`src/hdl/caiu_pkg.sv`:
```
package caiu_pkg;
  localparam int AW = 16;
  localparam int PW = 20;
  localparam int SEG_SHIFT = 4;
  localparam int VEC_SHIFT = 2;
  localparam logic [7:0] VEC_DIVIDE = 8'h00;
  localparam logic [7:0] VEC_STEP = 8'h01;
  localparam logic [7:0] VEC_NMI = 8'h02;
  localparam logic [7:0] VEC_ESCAPE = 8'h07;
  localparam int FLAG_STEP = 8;
  localparam int FLAG_IEN = 9;
  localparam logic [15:0] FLAGS_RST = 16'hF002;
  localparam logic [15:0] CS_RST = 16'hFFFF;
  localparam logic [15:0] IP_RST = 16'h0000;
  localparam logic [15:0] SP_RST = 16'h0000;
  localparam logic [15:0] ZERO16 = 16'h0000;
  localparam logic [15:0] TWO16 = 16'h0002;
  localparam logic [7:0] ZERO8 = 8'h00;

  // Segment selection codes
  typedef enum logic [1:0] {
    SEG_EXTRA = 2'b00,
    SEG_CODE = 2'b01,
    SEG_STACK = 2'b10,
    SEG_DATA = 2'b11
  } caiu_seg_t;

  // Access kinds as decoded by the sequencer
  typedef enum logic [1:0] {
    ACC_FETCH = 2'b00,
    ACC_STACK = 2'b01,
    ACC_STRING_DST = 2'b10,
    ACC_DATA = 2'b11
  } caiu_acc_t;

  // Displacement kind
  typedef enum logic [1:0] {
    DISP_NONE = 2'b00,
    DISP_8 = 2'b01,
    DISP_16 = 2'b10
  } caiu_disp_t;

  typedef enum logic [3:0] {
    ST_IDLE = 4'b0000,
    ST_ACK = 4'b0001,
    ST_PUSH_FLAGS = 4'b0010,
    ST_PUSH_CS = 4'b0011,
    ST_PUSH_IP = 4'b0100,
    ST_READ_IP = 4'b0101,
    ST_READ_CS = 4'b0110,
    ST_DONE = 4'b0111
  } caiu_state_t;
endpackage

```
`src/hdl/caiu_core.sv`:
```
`timescale 1ns/1ps
`default_nettype none
module caiu_core
  import caiu_pkg::*;
(
  // Clock and reset
  input wire logic ref_clk,
  input wire logic reset,
  // Memory access request from the execution unit
  input wire caiu_acc_t acc_kind,
  input wire logic bp_base,
  input wire logic override_en,
  input wire caiu_seg_t override_seg,
  input wire caiu_disp_t disp_kind,
  input wire logic [15:0] disp,
  input wire logic base_en,
  input wire logic base_sel_bp,
  input wire logic index_en,
  input wire logic index_sel_di,
  input wire logic [15:0] base_general_reg,
  input wire logic [15:0] base_pointer_reg,
  input wire logic [15:0] source_index_reg,
  input wire logic [15:0] destination_index_reg,
  input wire logic [15:0] extra_segment_reg,
  input wire logic [15:0] stack_segment_reg,
  input wire logic [15:0] data_segment_reg,
  // Memory address result
  output logic [15:0] eff_addr_ff,
  output logic [19:0] mem_addr_ff,
  output caiu_seg_t seg_used_ff,
  // I/O port addressing
  input wire logic port_from_reg,
  input wire logic [7:0] port_imm,
  input wire logic [15:0] port_number_reg,
  output logic [15:0] port_addr_ff,
  // Instruction boundary and event sources
  input wire logic instr_end,
  input wire logic [15:0] next_ip,
  input wire logic [15:0] instr_start_ip,
  input wire logic divide_overflow,
  input wire logic escape_trap,
  input wire logic escape_has_prefix,
  input wire logic [15:0] prefix_ip,
  input wire logic soft_int,
  input wire logic [7:0] soft_type,
  input wire logic other_exc,
  input wire logic [7:0] other_exc_type,
  input wire logic step_skip,
  input wire logic nmi_req,
  input wire logic intr_req,
  input wire logic intr_internal,
  input wire logic [7:0] intr_internal_type,
  // Flag and code segment writes from execution
  input wire logic flags_wr,
  input wire logic [15:0] flags_wdata,
  input wire logic cs_wr,
  input wire logic [15:0] cs_wdata,
  // Bus sequence for acknowledge, pushes and table reads
  output logic bus_req,
  output logic bus_write,
  output logic bus_ack_cycle,
  output logic [19:0] bus_addr_ff,
  output logic [15:0] bus_wdata_ff,
  input wire logic bus_done,
  input wire logic [15:0] bus_rdata,
  // Architectural state out
  output logic [15:0] status_word_ff,
  output logic [15:0] code_segment_ff,
  output logic [15:0] instruction_pointer_ff,
  output logic [15:0] stack_ptr_ff,
  output logic [7:0] vector_ff,
  output logic busy
);
  caiu_state_t state_ff, nxt_state;
  logic [15:0] ret_ip_ff, nxt_ret_ip;
  logic [15:0] saved_flags_ff;
  logic [7:0] nxt_vector;
  logic [15:0] nxt_flags;
  logic [15:0] nxt_cs;
  logic [15:0] nxt_ip;
  logic [15:0] nxt_sp;
  logic [19:0] nxt_bus_addr;
  logic [15:0] nxt_bus_wdata;

  wire caiu_seg_t seg_comb;
  wire logic [15:0] ea_comb;
  wire logic [19:0] pa_comb;

  caiu_addr_gen u_addr (
    .acc_kind(acc_kind),
    .bp_base(bp_base),
    .override_en(override_en),
    .override_seg(override_seg),
    .disp_kind(disp_kind),
    .disp(disp),
    .base_en(base_en),
    .base_sel_bp(base_sel_bp),
    .index_en(index_en),
    .index_sel_di(index_sel_di),
    .base_general_reg(base_general_reg),
    .base_pointer_reg(base_pointer_reg),
    .source_index_reg(source_index_reg),
    .destination_index_reg(destination_index_reg),
    .extra_segment_reg(extra_segment_reg),
    .code_segment_reg(code_segment_ff),
    .stack_segment_reg(stack_segment_reg),
    .data_segment_reg(data_segment_reg),
    .eff_addr(ea_comb),
    .seg_used(seg_comb),
    .phys_addr(pa_comb)
  );

  function automatic logic [19:0] seg_phys(input logic [15:0] seg, input logic [15:0] off);
    seg_phys = 20'({seg, 4'h0} + {4'h0, off});
  endfunction

  // Event decode, only at a boundary and only while idle
  wire logic idle = (state_ff == ST_IDLE);
  wire logic take = idle && instr_end;
  wire logic ev_div = take && divide_overflow;
  wire logic ev_esc = take && escape_trap;
  wire logic ev_exc = take && other_exc;
  wire logic ev_soft = take && soft_int;
  wire logic instr_ev = ev_div || ev_esc || ev_exc || ev_soft;
  wire logic ev_step = take && !instr_ev && status_word_ff[FLAG_STEP] && !step_skip;
  // Instruction-raised events beat hardware sampled at the boundary
  wire logic hw_ok = take && !instr_ev && !ev_step;
  wire logic ev_nmi = hw_ok && nmi_req;
  wire logic ev_intr = hw_ok && !nmi_req && intr_req && status_word_ff[FLAG_IEN];
  wire logic ev_any = instr_ev || ev_step || ev_nmi || ev_intr;

  // Internal vectors need no acknowledge cycle
  wire logic [7:0] int_vec = ev_div ? VEC_DIVIDE :
    ev_esc ? VEC_ESCAPE :
    ev_exc ? other_exc_type :
    ev_soft ? soft_type :
    ev_step ? VEC_STEP :
    ev_nmi ? VEC_NMI : intr_internal_type;
  wire logic need_ack = ev_intr && !intr_internal;

  // Escape returns to itself or its prefix; others return past
  wire logic [15:0] ret_sel = ev_esc ? (escape_has_prefix ? prefix_ip : instr_start_ip) :
    next_ip;

  wire logic [15:0] sp_dec = 16'(stack_ptr_ff - TWO16);
  wire logic [19:0] push_addr = seg_phys(stack_segment_reg, sp_dec);
  // Table entry at type times four, pointer word then segment word
  wire logic [19:0] tbl_addr = 20'({12'h000, vector_ff} << VEC_SHIFT);
  wire logic [19:0] tbl_addr_hi = 20'(tbl_addr + 20'(TWO16));

  assign busy = !idle;
  assign bus_req = (state_ff != ST_IDLE) && (state_ff != ST_DONE);
  assign bus_write = (state_ff == ST_PUSH_FLAGS) || (state_ff == ST_PUSH_CS) ||
    (state_ff == ST_PUSH_IP);
  assign bus_ack_cycle = (state_ff == ST_ACK);

  always_comb begin
    nxt_state = state_ff;
    nxt_vector = vector_ff;
    nxt_ret_ip = ret_ip_ff;
    nxt_flags = flags_wr ? flags_wdata : status_word_ff;
    nxt_cs = cs_wr ? cs_wdata : code_segment_ff;
    nxt_ip = idle && instr_end ? next_ip : instruction_pointer_ff;
    nxt_sp = stack_ptr_ff;
    nxt_bus_addr = bus_addr_ff;
    nxt_bus_wdata = bus_wdata_ff;
    unique case (state_ff)
      ST_IDLE: begin
        if (ev_any) begin
          nxt_vector = int_vec;
          nxt_ret_ip = ret_sel;
          nxt_state = need_ack ? ST_ACK : ST_PUSH_FLAGS;
          nxt_bus_addr = push_addr;
          nxt_bus_wdata = nxt_flags;
        end
      end
      ST_ACK: begin
        if (bus_done) begin
          nxt_vector = bus_rdata[7:0];
          nxt_state = ST_PUSH_FLAGS;
        end
      end
      ST_PUSH_FLAGS: begin
        nxt_bus_addr = push_addr;
        nxt_bus_wdata = saved_flags_ff;
        if (bus_done) begin
          nxt_sp = sp_dec;
          // Enable and step cleared after the old flags are pushed
          nxt_flags[FLAG_IEN] = 1'b0;
          nxt_flags[FLAG_STEP] = 1'b0;
          nxt_bus_addr = seg_phys(stack_segment_reg, 16'(sp_dec - TWO16));
          nxt_bus_wdata = code_segment_ff;
          nxt_state = ST_PUSH_CS;
        end
      end
      ST_PUSH_CS: begin
        if (bus_done) begin
          nxt_sp = sp_dec;
          nxt_bus_addr = seg_phys(stack_segment_reg, 16'(sp_dec - TWO16));
          nxt_bus_wdata = ret_ip_ff;
          nxt_state = ST_PUSH_IP;
        end
      end
      ST_PUSH_IP: begin
        if (bus_done) begin
          nxt_sp = sp_dec;
          nxt_bus_addr = tbl_addr;
          nxt_state = ST_READ_IP;
        end
      end
      ST_READ_IP: begin
        if (bus_done) begin
          nxt_ip = bus_rdata;
          nxt_bus_addr = tbl_addr_hi;
          nxt_state = ST_READ_CS;
        end
      end
      ST_READ_CS: begin
        if (bus_done) begin
          nxt_cs = bus_rdata;
          nxt_state = ST_DONE;
        end
      end
      ST_DONE: nxt_state = ST_IDLE;
      default: nxt_state = ST_IDLE;
    endcase
  end

  always_ff @(posedge ref_clk or posedge reset) begin
    if (reset) begin
      state_ff <= ST_IDLE;
      vector_ff <= ZERO8;
      ret_ip_ff <= IP_RST;
      saved_flags_ff <= FLAGS_RST;
      status_word_ff <= FLAGS_RST;
      code_segment_ff <= CS_RST;
      instruction_pointer_ff <= IP_RST;
      stack_ptr_ff <= SP_RST;
      bus_addr_ff <= 20'h00000;
      bus_wdata_ff <= ZERO16;
    end else begin
      state_ff <= nxt_state;
      vector_ff <= nxt_vector;
      ret_ip_ff <= nxt_ret_ip;
      if (idle) begin
        saved_flags_ff <= nxt_flags;
      end
      status_word_ff <= nxt_flags;
      code_segment_ff <= nxt_cs;
      instruction_pointer_ff <= nxt_ip;
      stack_ptr_ff <= nxt_sp;
      bus_addr_ff <= nxt_bus_addr;
      bus_wdata_ff <= nxt_bus_wdata;
    end
  end

  // Address and port outputs registered for timing
  always_ff @(posedge ref_clk or posedge reset) begin
    if (reset) begin
      eff_addr_ff <= ZERO16;
      mem_addr_ff <= 20'h00000;
      seg_used_ff <= SEG_DATA;
      port_addr_ff <= ZERO16;
    end else begin
      eff_addr_ff <= ea_comb;
      mem_addr_ff <= pa_comb;
      seg_used_ff <= seg_comb;
      // Reserved system ports are not filtered here
      port_addr_ff <= port_from_reg ? port_number_reg : {ZERO8, port_imm};
    end
  end
endmodule
`default_nettype wire

```
`src/hdl/caiu_addr_gen.sv`:
```
`timescale 1ns/1ps
`default_nettype none
module caiu_addr_gen
  import caiu_pkg::*;
(
  // Access description
  input wire caiu_acc_t acc_kind,
  input wire logic bp_base,
  input wire logic override_en,
  input wire caiu_seg_t override_seg,
  // Offset elements
  input wire caiu_disp_t disp_kind,
  input wire logic [15:0] disp,
  input wire logic base_en,
  input wire logic base_sel_bp,
  input wire logic index_en,
  input wire logic index_sel_di,
  input wire logic [15:0] base_general_reg,
  input wire logic [15:0] base_pointer_reg,
  input wire logic [15:0] source_index_reg,
  input wire logic [15:0] destination_index_reg,
  // Segment registers
  input wire logic [15:0] extra_segment_reg,
  input wire logic [15:0] code_segment_reg,
  input wire logic [15:0] stack_segment_reg,
  input wire logic [15:0] data_segment_reg,
  // Results
  output logic [15:0] eff_addr,
  output caiu_seg_t seg_used,
  output logic [19:0] phys_addr
);
  wire caiu_seg_t implied_seg;
  wire logic [15:0] disp_ext;
  wire logic [15:0] base_val;
  wire logic [15:0] index_val;
  wire logic [15:0] seg_val;

  assign implied_seg = (acc_kind == ACC_FETCH) ? SEG_CODE :
    (acc_kind == ACC_STACK || bp_base) ? SEG_STACK :
    (acc_kind == ACC_STRING_DST) ? SEG_EXTRA : SEG_DATA;
  // Fetches keep the code segment even under a prefix
  assign seg_used = (override_en && acc_kind != ACC_FETCH) ? override_seg : implied_seg;

  assign disp_ext = (disp_kind == DISP_8) ? {{8{disp[7]}}, disp[7:0]} :
    (disp_kind == DISP_16) ? disp : ZERO16;
  assign base_val = !base_en ? ZERO16 : base_sel_bp ? base_pointer_reg : base_general_reg;
  assign index_val = !index_en ? ZERO16 :
    index_sel_di ? destination_index_reg : source_index_reg;
  // Any element combination covers all six memory modes
  assign eff_addr = 16'(disp_ext + base_val + index_val);

  assign seg_val = (seg_used == SEG_EXTRA) ? extra_segment_reg :
    (seg_used == SEG_CODE) ? code_segment_reg :
    (seg_used == SEG_STACK) ? stack_segment_reg : data_segment_reg;
  assign phys_addr = 20'({seg_val, 4'h0} + {4'h0, eff_addr});
endmodule
`default_nettype wire

```
`config.mk`:
```
export PLATFORM = sky130hd
export DESIGN_NAME = caiu_core
export DESIGN_NICKNAME = d
export VERILOG_FILES = /design/src/hdl/caiu_pkg.sv /design/src/hdl/caiu_core.sv /design/src/hdl/caiu_addr_gen.sv
export SDC_FILE = /design/constraint.sdc
export NUM_CORES = 1
export LEC_CHECK = 0
export BUFFER_PORTS_ARGS = -buffer_cell sky130_fd_sc_hd__buf_4
export CORE_AREA = 2 2 181 183
export CTS_CLUSTER_DIAMETER = 150
export DETAILED_ROUTE_END_ITERATION = 8
export DIE_AREA = 0 0 183 185
export GPL_TIMING_DRIVEN = 0
export PLACE_DENSITY = 0.7
export SLEW_MARGIN = 20
export SYNTH_ARGS = -nofsm -noshare
export SYNTH_HDL_FRONTEND = slang
export SYNTH_SLANG_ARGS = --single-unit
```
`constraint.sdc`:
```
create_clock -name ref_clk -period 5.9 [get_ports ref_clk]
set_input_delay 0.59 -clock ref_clk [delete_from_list [all_inputs] [get_ports ref_clk]]
set_output_delay 0.59 -clock ref_clk [all_outputs]
set_load 0.01 [all_outputs]
```
==> results.env <==
LARGEST_NET_DEGREE_AT_THE_START_OF_GLOBAL_ROUTING=71
SYNTH-EDFF-COUNT=0
CLOCK_TREE.BUFFER_DEPTH=2
GRT_ANTENNA_BEFORE_REPAIR=0
POSTCTS_SETUP_BUFS=0
SYN-MEAN-INSTANCE-AREA_UM2=8.69
CRITICAL_SETUP_PATH_KIND='input pin to register'
MAXSLEWHEADROOM_PCT=42.8
DPL.HPWL_UM=42200
TIMING.CRITICAL_PATH.FROM_TYPE='input pin'
CTSHOLDBUFFERS=0
ANTENNA_DIODE_INSTANCE_COUNT=0
SYNTHTOLAYOUTAREAGROWTH_PCT=35.7
FINAL-SETUP-VIOL-COUNT=0
DIE-AREA_UM2=33900
TRITONCTS='done'
INSTANCES_NO_FILL=2383
GR-USAGE-ALL-LAYERS_PCT=29.7
CRIT_ARRIVAL_NS=5.82
DIE_H_UM=185
AVERAGE_VIA_COUNT_PER_STANDARD_CELL=5.46
WORSTMARGINPINSLEW_NS=0.858
CLK_PIN_SLEW_NS=0.09
NUM_VIAS=13000
POSTCTSRESIZEDCELLS=0
GRT_REMAINING_OVERFLOW=0
FINAL.PERIOD_UTILIZATION_PCT=93.1
DIE_X_UM=183
IRDROPWORSTVDD_mV=0.271
STATIC-LEAKAGE-POWER_nW=8.53
STATUS='complete, no violations'
DESIGN.PORTCOUNT=466
FMAX_MHz=182
GRT_FIRST_PASS_WIRELENGTH_UM=76100
NETLIST-CELL-TYPE-COUNT=70
MIN_TCLK_POST_ROUTE_NS=5.49
POST-PLACE-CELLS=2351
CTS.SINK_COUNT=191
SYNTHESIS.YOSYS.WARNINGS=0
SYNTH_SEQUENTIAL_AREA_RATIO_PCT=37.3
DRV_SLEW=0
NUM-NETS-FINAL=2334
DP_WORST_SETUP_SLACK_NS=-0.195
ROW_COUNT=66
H-TREE-DEPTH=4
CRITICAL_PATH.MAX_FANOUT=8
FIRST_GLOBAL_VIAS=13000
TRITONCTS.NUM_BUFFERS=17
SLOWEST_DELAY_NS=0.62
DESIGN.CORE.AREA_UM2=32000
DETAIL_ROUTE.WL_PER_CELL_UM=21.4
POST_SYNTH_INST_COUNT=1486
DETAILED_ROUTER_ITERATION_COUNT_BEFORE_ANTENNA_REPAIR=5
WORST_SKEW_PAIR.LATE_LATENCY_NS=0.45
DETAILED_ROUTE_WIRE_LENGTH_UM=51100
ANT_NETS=0
POST-ROUTE-DRC-COUNT=0
MOST_COMMON_LIBRARY_CELL_IN_THE_LAYOUT_IGNORING_FILL_AND_TAPS='sky130_fd_sc_hd__buf_4'
MOST-COMMON-LAYOUT-CELLS='sky130_fd_sc_hd__buf_4, sky130_fd_sc_hd__nand2_1, sky130_fd_sc_hd__dfrtp_1'
CRIT_PATH_TOP_DELAY_CELL='sky130_fd_sc_hd__xor2_1'
PORTBUFFERS=454
CRITICAL_PATH_REQUIRED_NS=6.23
DRV_CAP=0
YOSYS_REGISTER_BITS=191
ROUTABILITYCONGESTION=0.945
CELLPOWERDENSITY_nW_PER_UM2=452
COMMONEST_REGISTER_CELL_AFTER_SYNTHESIS='sky130_fd_sc_hd__dfrtp_1'
CP-END-KIND='register'
TOTAL_COUNT_OF_HOLD_CHECK_FAILURES_IN_THE_FINAL_REPORT=0
FIN_TOTAL_PWR_mW=7.92
ASYNC_RESET_FF_SHARE_PCT=100
WORSTPATHCELLLIST='buf_4, xor2_1, nand2_1, fa_1, inv_1, ha_1, fa_1, a211o_1, a21oi_1, o21ai_0, nand4_1, nand2_1, nor2_1, xnor2_1, ha_1, a21o_1, a21oi_1, a21boi_0, a311o_1, o31ai_1, nor4_1, xor2_1'
FINAL_LAYOUT_SIZE_SUFFIX_GT1_SHARE_PCT=29.8
WORSTHOLDPATHTYPE='input pin to asynchronous set/reset pin'
DETAIL_ROUTE.ITER0.VIOLATIONS=929
NFILLCELLS=3041
CLOCK_SKEW_NS=0.0151
FINAL.SETUP.WORST_SLACK_NS=0.408
START_UTIL_PCT=40.3
REG2REGPATHDEPTH=18
SYN_AREA_UM2=12900
GRT_SETUP_UNREPAIRED='false'
CTS_ROOT_BUFFER='sky130_fd_sc_hd__clkbuf_16'
report_power, final:
| part | switching (mW) | internal [mW] | leakage [nW] |
|---|---|---|---|
| sequential | 0.393 | 1.87 | 2.24 |
| combinational | 2.54 | 1.86 | 5.99 |
| clock | 0.660 | 0.593 | 0.303 |
| total | 3.59 | 4.33 | 8.53 |
path summary, 6_finish.rpt:
check | from | end | slack [ns]
worst min register to register | ret_ip_ff[12]$_DFFE_PP0P_ | ret_ip_ff[12]$_DFFE_PP0P_ | 0.49
worst min-delay path | reset | mem_addr_ff[8]$_DFF_PP0_ | 0.12
min in group ref_clk | port_number_reg[13] | port_addr_ff[13]$_DFF_PP0_ | 0.36
max in group asynchronous | reset | code_segment_ff[2]$_DFF_PP1_ | 4.66
worst max-delay path | disp_kind[0] | mem_addr_ff[19]$_DFF_PP0_ | 0.41
worst max register to register | stack_ptr_ff[1]$_DFFE_PP0P_ | bus_addr_ff[19]$_DFFE_PP0P_ | 1.47
worst max-delay path, delay by kind of cell:
family                   cells  cell delay [ns]
buffers and inverters        2             0.16
AND/OR/NAND/NOR              5             0.59
AO/OA/AOI/OAI                8             1.82
adder cells (fa/ha/maj)      4             1.63
XOR/XNOR                     3             1.01
synthesized netlist by cell type, types with 5 or more instances:
master | count | area (µm²)
sky130_fd_sc_hd__a21o_1 | 11 | 82.6
sky130_fd_sc_hd__a21oi_1 | 110 | 551
sky130_fd_sc_hd__a221oi_1 | 6 | 52.6
sky130_fd_sc_hd__a222oi_1 | 5 | 50.1
sky130_fd_sc_hd__a22oi_1 | 5 | 37.5
sky130_fd_sc_hd__a31oi_1 | 34 | 213
sky130_fd_sc_hd__and2_1 | 17 | 106
sky130_fd_sc_hd__and3_1 | 18 | 113
sky130_fd_sc_hd__buf_1 | 6 | 22.5
sky130_fd_sc_hd__buf_2 | 5 | 25.0
sky130_fd_sc_hd__buf_4 | 7 | 52.6
sky130_fd_sc_hd__clkbuf_1 | 66 | 248
sky130_fd_sc_hd__dfrtp_1 | 163 | 4080
sky130_fd_sc_hd__dfstp_2 | 28 | 736
sky130_fd_sc_hd__fa_1 | 19 | 380
sky130_fd_sc_hd__ha_1 | 53 | 663
sky130_fd_sc_hd__inv_1 | 70 | 263
sky130_fd_sc_hd__mux2_2 | 44 | 495
sky130_fd_sc_hd__mux2i_1 | 75 | 751
sky130_fd_sc_hd__nand2_1 | 234 | 878
sky130_fd_sc_hd__nand2b_1 | 11 | 68.8
sky130_fd_sc_hd__nand3_1 | 15 | 75.1
sky130_fd_sc_hd__nand4_1 | 10 | 62.6
sky130_fd_sc_hd__nor2_1 | 135 | 507
sky130_fd_sc_hd__nor2b_1 | 16 | 100
sky130_fd_sc_hd__nor3_1 | 16 | 80.1
sky130_fd_sc_hd__o211ai_1 | 25 | 188
sky130_fd_sc_hd__o21a_1 | 13 | 97.6
sky130_fd_sc_hd__o21ai_0 | 96 | 480
sky130_fd_sc_hd__o21bai_1 | 6 | 45.0
sky130_fd_sc_hd__o221ai_1 | 5 | 43.8
sky130_fd_sc_hd__o22ai_1 | 6 | 37.5
sky130_fd_sc_hd__or3_1 | 7 | 43.8
sky130_fd_sc_hd__xnor2_1 | 50 | 438
sky130_fd_sc_hd__xor2_1 | 39 | 342
metal layers:
layer,track usage [%],share of wire (%)
met1,37.6,41
met2,51.9,49
met3,4.74,6.9
met4,9.92,3.0
met5,0,0
registers in the layout, summed over array words and instances, names as in the netlist, 15 cells and up:
signal / cells
saved_flags_ff: 16
bus_wdata_ff: 16
stack_ptr_ff: 15
bus_addr_ff: 19
instruction_pointer_ff: 16
mem_addr_ff: 20
port_addr_ff: 16
code_segment_ff: 16
ret_ip_ff: 16
status_word_ff: 16
per-stage QoR:
| step | cell area (µm²) | setup TNS, ns | hold slack [ns] | util (%) |
|---|---|---|---|---|
| 6_report | 17500 | 0 | 0.120 | 54.7 |
| 5_1_grt | 17500 | 0 | 0.146 | 54.7 |
| 4_1_cts | 17500 | 0 | 0.138 | 54.7 |
| 3_5_place_dp | 16900 | -0.529 | 0.476 | 52.8 |
| 3_3_place_gp | 16800 | -369.68 | 0.470 | 52.6 |
| 2_1_floorplan | 12900 | 0 | 0.450 | - |
kinds of logic (layout without fill, tap and decap cells):
kind of cell,Yosys count,count (layout),synth area share [%]
buffers and inverters,156,644,4.84
AO/OA/AOI/OAI,354,354,16.6
multiplexers,119,119,9.65
flip-flops,191,191,37.3
adder cells (fa/ha/maj),72,72,8.08
AND/OR/NAND/NOR,504,504,17.5
other,1,2,0.0290
XOR/XNOR,89,89,6.03
area by class of cell:
class                   instances  area, µm²  share of cell area (%)
inverters                      71        274                    1.56
clock inverters                15        198                    1.13
plain buffers                  85        360                    2.06
multi-input cells            1140       7480                    42.7
clock buffers                  17        425                    2.43
repair buffers                456       3460                    19.8
well taps                     408        510                    2.91
flip-flops and latches        191       4810                    27.5
Power figures use the tool's default switching activity.
